[src/rtl/ctxs_pkg.sv]
// Package of constants and types for the transmit mailbox status flags.
package ctxs_pkg;

    // ************************************************************
    // Register map
    // ************************************************************

    // Byte offset of the status word inside the block window.
    localparam logic [11:0] CTXS_STATUS_OFS = 12'h008;
    // Number of transmit mailboxes.
    localparam int CTXS_MBX_NUM = 3;
    // Distance in bits between the fields of two mailboxes.
    localparam int CTXS_MBX_STRIDE = 8;
    // Bit positions of the fields of mailbox 0; others add the stride.
    localparam int CTXS_BIT_REQ_DONE = 0;
    localparam int CTXS_BIT_TX_OK = 1;
    localparam int CTXS_BIT_ARB_LOST = 2;
    localparam int CTXS_BIT_TX_ERROR = 3;
    localparam int CTXS_BIT_ABORT_REQ = 7;
    // Value of every flag after reset.
    localparam logic [2:0] CTXS_FLAGS_RST = 3'h0;
    // Read data after reset and for unmapped reads.
    localparam logic [31:0] CTXS_RDATA_RST = 32'h0000_0000;

    // ************************************************************
    // Types
    // ************************************************************

    // Data phase kinds of the bus slave.
    typedef enum logic [0:0] {
        CTXS_PH_IDLE = 1'b0,
        CTXS_PH_WRITE = 1'b1
    } ctxs_phase_type;

    // Events and levels from the transmit engine, one bit per mailbox.
    typedef struct packed {
        logic [2:0] req;
        logic [2:0] done;
        logic [2:0] ok;
        logic [2:0] arb;
        logic [2:0] err;
        logic [2:0] pend;
    } ctxs_evt_type;

    // Whole state of the block.
    typedef struct packed {
        logic [2:0] req_done;
        logic [2:0] tx_ok;
        logic [2:0] arb_lost;
        logic [2:0] tx_error;
        logic [2:0] abort_req;
        ctxs_phase_type phase;
        logic hready;
        logic [31:0] rdata;
    } ctxs_state_type;

    // State after reset.
    localparam ctxs_state_type CTXS_STATE_RST = '{
        req_done: CTXS_FLAGS_RST,
        tx_ok: CTXS_FLAGS_RST,
        arb_lost: CTXS_FLAGS_RST,
        tx_error: CTXS_FLAGS_RST,
        abort_req: CTXS_FLAGS_RST,
        phase: CTXS_PH_IDLE,
        hready: 1'b1,
        rdata: CTXS_RDATA_RST
    };

endpackage : ctxs_pkg

[src/rtl/ctxs_top.sv]
// Transmit mailbox status flags of a CAN controller behind an AHB-Lite slave.
// Bus and timing notes
// The status word is one AHB-Lite slave register answered with no wait states. Read data is
// captured when the address phase is taken, so a read returns the flags as they stood then.
// A write acts in its data phase and its effect shows from the following cycle.
// Hardware events win over a software write of one in the same cycle: a lost event cannot be
// recovered, while a missed clear only costs software a second write.
// The abort bit rises only while the engine reports a waiting message, and it falls as soon as
// the engine drops that message, whether it was sent or aborted.
`timescale 1ns/1ps

module ctxs_top (
    // Clock and reset.
    input wire logic CLOCK,
    input wire logic SYS_RST,
    // AHB-Lite slave port.
    input wire logic HSEL,
    input wire logic [31:0] HADDR,
    input wire logic [1:0] HTRANS,
    input wire logic HWRITE,
    input wire logic [2:0] HSIZE,
    input wire logic [31:0] HWDATA,
    input wire logic HREADY,
    output logic HREADYOUT,
    output logic HRESP,
    output logic [31:0] HRDATA,
    // Transmit engine side.
    input wire ctxs_pkg::ctxs_evt_type TX_EVT,
    output logic [2:0] ABORT_REQ
);
    import ctxs_pkg::*;

    ctxs_state_type s_r;
    ctxs_state_type s_nxt;
    logic addr_ok;
    logic wr_hit;
    logic map_hit;

    // ************************************************************
    // Status word assembly
    // ************************************************************

    // Builds the readable word; every bit not placed here stays zero.
    function automatic logic [31:0] pack_status(input ctxs_state_type st);
        logic [31:0] w;
        int b;
        w = 32'h0000_0000;
        for (int m = 0; m < CTXS_MBX_NUM; m++) begin
            b = m * CTXS_MBX_STRIDE;
            w[b + CTXS_BIT_REQ_DONE] = st.req_done[m];
            w[b + CTXS_BIT_TX_OK] = st.tx_ok[m];
            w[b + CTXS_BIT_ARB_LOST] = st.arb_lost[m];
            w[b + CTXS_BIT_TX_ERROR] = st.tx_error[m];
            w[b + CTXS_BIT_ABORT_REQ] = st.abort_req[m];
        end
        return w;
    endfunction : pack_status

    // ************************************************************
    // Next state
    // ************************************************************

    // Address phase decode; only whole-word transfers are mapped.
    assign addr_ok = HSEL && HTRANS[1] && HREADY;
    assign wr_hit = (s_r.phase == CTXS_PH_WRITE);
    assign map_hit = (HADDR[11:0] == CTXS_STATUS_OFS) && (HSIZE == 3'h2);

    // Hardware sets win over software clears so no event is lost.
    always_comb begin
        int b;
        logic [2:0] w1;
        s_nxt = s_r;
        b = 0;
        w1 = 3'h0;
        s_nxt.hready = 1'b1;
        for (int m = 0; m < CTXS_MBX_NUM; m++) begin
            b = m * CTXS_MBX_STRIDE;
            // Write-one bits of this mailbox in the data phase.
            w1[0] = wr_hit && HWDATA[b + CTXS_BIT_REQ_DONE];
            w1[1] = wr_hit && HWDATA[b + CTXS_BIT_TX_OK];
            w1[2] = wr_hit && HWDATA[b + CTXS_BIT_ARB_LOST];
            if (TX_EVT.done[m]) begin
                s_nxt.req_done[m] = 1'b1;
            end else if (TX_EVT.req[m] || w1[0]) begin
                s_nxt.req_done[m] = 1'b0;
            end
            if (TX_EVT.ok[m]) begin
                s_nxt.tx_ok[m] = 1'b1;
            end else if (w1[1]) begin
                s_nxt.tx_ok[m] = 1'b0;
            end
            if (TX_EVT.arb[m]) begin
                s_nxt.arb_lost[m] = 1'b1;
            end else if (w1[2]) begin
                s_nxt.arb_lost[m] = 1'b0;
            end
            if (TX_EVT.err[m]) begin
                s_nxt.tx_error[m] = 1'b1;
            end else if (wr_hit && HWDATA[b + CTXS_BIT_TX_ERROR]) begin
                s_nxt.tx_error[m] = 1'b0;
            end
            // A zero written here is simply not acted on.
            if (wr_hit && HWDATA[b + CTXS_BIT_ABORT_REQ] && TX_EVT.pend[m]) begin
                s_nxt.abort_req[m] = 1'b1;
            end else if (!TX_EVT.pend[m]) begin
                s_nxt.abort_req[m] = 1'b0;
            end
        end
        // Zero wait states: read data is sampled at the address edge.
        s_nxt.phase = CTXS_PH_IDLE;
        if (addr_ok && map_hit) begin
            if (HWRITE) begin
                s_nxt.phase = CTXS_PH_WRITE;
            end else begin
                s_nxt.rdata = pack_status(s_r);
            end
        end else if (addr_ok && !HWRITE) begin
            s_nxt.rdata = CTXS_RDATA_RST;
        end
    end

    // ************************************************************
    // State register and outputs
    // ************************************************************

    // Synchronous reset loads the constant reset state.
    always_ff @(posedge CLOCK) begin
        if (SYS_RST) begin
            s_r <= CTXS_STATE_RST;
        end else begin
            s_r <= s_nxt;
        end
    end

    // Outputs other than HRESP, which is tied low, come straight from the state register.
    assign HREADYOUT = s_r.hready;
    assign HRESP = 1'b0;
    assign HRDATA = s_r.rdata;
    assign ABORT_REQ = s_r.abort_req;

    // ************************************************************
    // Per-mailbox flag checks
    // ************************************************************

    // Clear checks leave out the cycle of a hardware event, since the set wins there.
    genvar g;
    generate
        for (g = 0; g < CTXS_MBX_NUM; g++) begin : g_chk

        end
    endgenerate
endmodule : ctxs_top

[config.mk]
export PLATFORM = sky130hd
export DESIGN_NAME = ctxs_top
export DESIGN_NICKNAME = d
export VERILOG_FILES = /design/src/rtl/ctxs_pkg.sv /design/src/rtl/ctxs_top.sv
export SDC_FILE = /design/constraint.sdc
export NUM_CORES = 1
export LEC_CHECK = 0
export BUFFER_PORTS_ARGS = -buffer_cell sky130_fd_sc_hd__buf_2
export CAP_MARGIN = 10
export CORE_MARGIN = 2
export CORE_UTILIZATION = 36
export DETAILED_ROUTE_END_ITERATION = 10
export PLACE_DENSITY = 0.78
export SLEW_MARGIN = 10
export SYNTH_ARGS = -nofsm -noshare
export SYNTH_HDL_FRONTEND = slang
export SYNTH_SLANG_ARGS = --single-unit
[constraint.sdc]
create_clock -name CLOCK -period 1.55 [get_ports CLOCK]
set_input_delay 0.31 -clock CLOCK [delete_from_list [all_inputs] [get_ports CLOCK]]
set_output_delay 0.31 -clock CLOCK [all_outputs]
set_load 0.01 [all_outputs]
==> results_dict.tcl <==
set metrics [dict create \
    fin_ws_ps 398 \
    power_leakage_nw 0.818 \
    peakVddDrop_v 0.000428 \
    cp.arrival_ps 1360 \
    grt_overflow 0 \
    syn-instance-count 147 \
    tns_ps 0 \
    final_layout_size_suffix_gt1_share_pct 42.1 \
    ctsLongestPathBuffers 2 \
    yosysTopAreaCellShare_pct 44.6 \
    seq_area_um2 621 \
    whs_ps 242 \
    antenna_found_initial 0 \
    drv_slew 0 \
    dpl_worst_slack_ps 103 \
    cts_resized 0 \
    status "finished, final reports clean" \
    yosys-top-cells-count "37 x buf_4, 31 x dfxtp_1, 15 x a32o_1" \
    setup.worst_path.class "input pin to flip-flop" \
    synthXorXnorAreaFrac_pct 0 \
    synth_seq_area_share_pct 44.6 \
    endpoint_kind "flip-flop" \
    drc 0 \
    power_frac_clock_pct 38.4 \
    worst_pin_slew_ps 650 \
    syn_to_final_growth_pct 20.1 \
    r2r_cells 4 \
    post-cts-setup-buffers 0 \
    cap_violations 0 \
    yosys-top-cells-area "dfxtp_1 45%, buf_4 20%, a32o_1 11%, a21oi_1 4.3%, nand2_1 3.2%" \
    synthMuxAreaShare_pct 0 \
    cell_internal_pwr_mw 1.23 \
    fill_cells 401 \
    routed_wl_um 2870 \
    period_share_pct 74.3 \
    grt_max_degree 17 \
    synth_top_family_by_area "buffers and inverters" \
    synth_top_area_cell "dfxtp_1" \
    syn_area_mm2 0.00139 \
    synth_most_common_cell "buf_4" \
    cp-start-kind "input pin" \
    p_sw_uw 339 \
    rsz0062_at_grt "no" \
    cts_root_buf "clkbuf_8" \
    routed_via_density 4.66 \
    hpwl_um 2120 \
    hp-start "TX_EVT[3]" \
    hold_depth 3 \
    swShare_pct 21.6 \
    grt_pass1_vias 1012 \
    holdPathEnd "s_r[37]$_SDFFE_PP0P_" \
    hold_viol 0 \
    io_pins 129 \
    finalCriticalPeriod_ps 1150 \
    dieArea_mm2 0.00438 \
    fmax_mhz 868 \
    globalRouteMet1Util_pct 15.5 \
    yosys.area_share.adder_pct 0 \
    grt-busiest-layer "met2" \
    r2r_end "s_r[48]$_SDFFE_PP0P_" \
    rrSetupSlack_ps 610 \
    core_area_mm2 0.00369 \
    worst-path-max-fanout 15 \
    synth-main-ff-cell "dfxtp_1" \
    gp_congestion 0.691 \
    nNetsFinal 294 \
    clk_pin_slew_worst_paths_ps 60 \
    synthArstFlopShare_pct 0 \
    utilization_pct 45.3 \
    power_density_mw_per_mm2 941 \
    timing.rr.start "wr_hit$_SDFF_PP0_" \
    multi_input_area_um2 487 \
    ant_nets 0 \
    cts_tree "built" \
    ys_ff_latch 31 \
    finalClockSkew_ps 3.55 \
    seq_power_share_pct 52.8 \
    cts_max_level 2 \
    yosysWarnings 0 \
    numCtsBuffers 5 \
    clock_sinks 31 \
    core.rowCount 22 \
    avgSynthCellArea_um2 9.46 \
    comb_power_share_pct 8.8 \
    drt-initial-drc-count 44 \
    avgRoutedWirePerCell_um 11.5 \
    grt_pass1_wl_um 4310 \
    synth-edff-count 0 \
    cp.required_ps 1760 \
    drtPass1Iterations 4 \
    synth_cell_types 21 \
    synthSimpleGateAreaFrac_pct 13.4 \
    dieWidth_um 66.2 \
    synth_compound_area_share_pct 16.5 \
    vias 1166 \
    io_buffers 71 \
    groute.usage.overall_pct 13.5 \
    die_y_um 66.2 \
    antennaDiodeCount 0 \
    setup_viol 0 \
    hp-class "input pin to flip-flop" \
    cts_hold_buf 0 \
    groute.layer.met2.usage_pct 22.5 \
    slew_headroom_pct 56.6 \
    initial_core_util_pct 37.7 \
    clkLatencyLatePin_ps 270 \
    use_met3_pct 4.94 \
]
critical path, cell delays in order:
cell     delay (ps)
buf_2           100
and4b_1         230
nor2_2          520
a32o_1          200
worst max path at each step:
stage | cells after the start | slack (ps) | from | to
4_1_cts | 4 | 390 | HSEL | HRDATA[7]$_SDFFE_PP0P_
2_1_floorplan | 6 | 310 | SYS_RST | HRDATA[10]$_SDFFE_PP0P_
5_1_grt | 4 | 300 | HSEL | HRDATA[9]$_SDFFE_PP0P_
3_3_place_gp | 4 | 100 | HSEL | HRDATA[1]$_SDFFE_PP0P_
6_report | 4 | 400 | HSEL | HRDATA[7]$_SDFFE_PP0P_
3_5_place_dp | 4 | 100 | HSEL | HRDATA[7]$_SDFFE_PP0P_
power groups by stage:
stage               registers (mW)  logic [mW]  clock network [mW]
global placement             0.847       0.136                   0
finish                       0.830       0.139               0.604
detailed placement           0.847       0.139                   0
CTS                          0.830       0.139               0.635
global route                 0.832       0.157               0.680
floorplan                    0.844      0.0992                   0
layout by cell type (no fill, tap or decap):
cell	netlist	routed
nor2_2	1	1
nor4_1	2	2
nor2_1	12	12
clkinv_2	0	1
a21oi_1	12	12
nor4b_2	1	1
buf_4	37	4
a31oi_1	3	3
and3_1	2	2
and4b_1	1	1
conb_1	2	19
buf_2	2	71
nor4b_1	1	1
buf_12	0	1
nand2_1	12	12
nor3b_1	3	3
inv_1	3	3
dfxtp_1	31	31
clkbuf_8	0	6
a32o_1	15	15
and4_1	1	1
sequential cells by signal, indices dropped and copies added, names as in the netlist:
signal	cells
wr_hit	1
ABORT_REQ	3
s_r	12
HRDATA	15
routing by layer:
layer  vias to the layer above  routed length (um)  share of wire, %
met5                         -                   0                 0
met1                       533                1160                40
met4                         0                  51               1.8
met2                        62                1400                49
li1                        564                   -                 -
met3                         7                 256               8.9
layout make-up:
type                       count  share of cell area [%]
clock buffer                   6                    4.94
clock inverter                 1                   0.299
inverter                       3                   0.674
multi-input combinational     85                    29.1
sequential                    31                    37.1
tap                           48                    3.59
timing repair buffer          76                    24.3
cells by family (layout without fill, tap and decap cells):
group,count (synthesis),in the layout
buffers and inverters,48,86
AND/OR/NAND/NOR,36,36
flip-flops,31,31
AO/OA/AOI/OAI,30,30
other,2,19
through the flow:
stage	total power, mW	area, um2	cells
finish	1.57	1670	250
global route	1.67	1670	250
CTS	1.60	1670	250
detailed placement	0.986	1580	243
global placement	0.983	1580	243
floorplan	0.943	1460	164
Note: power is estimated with default switching activity, not from simulation.
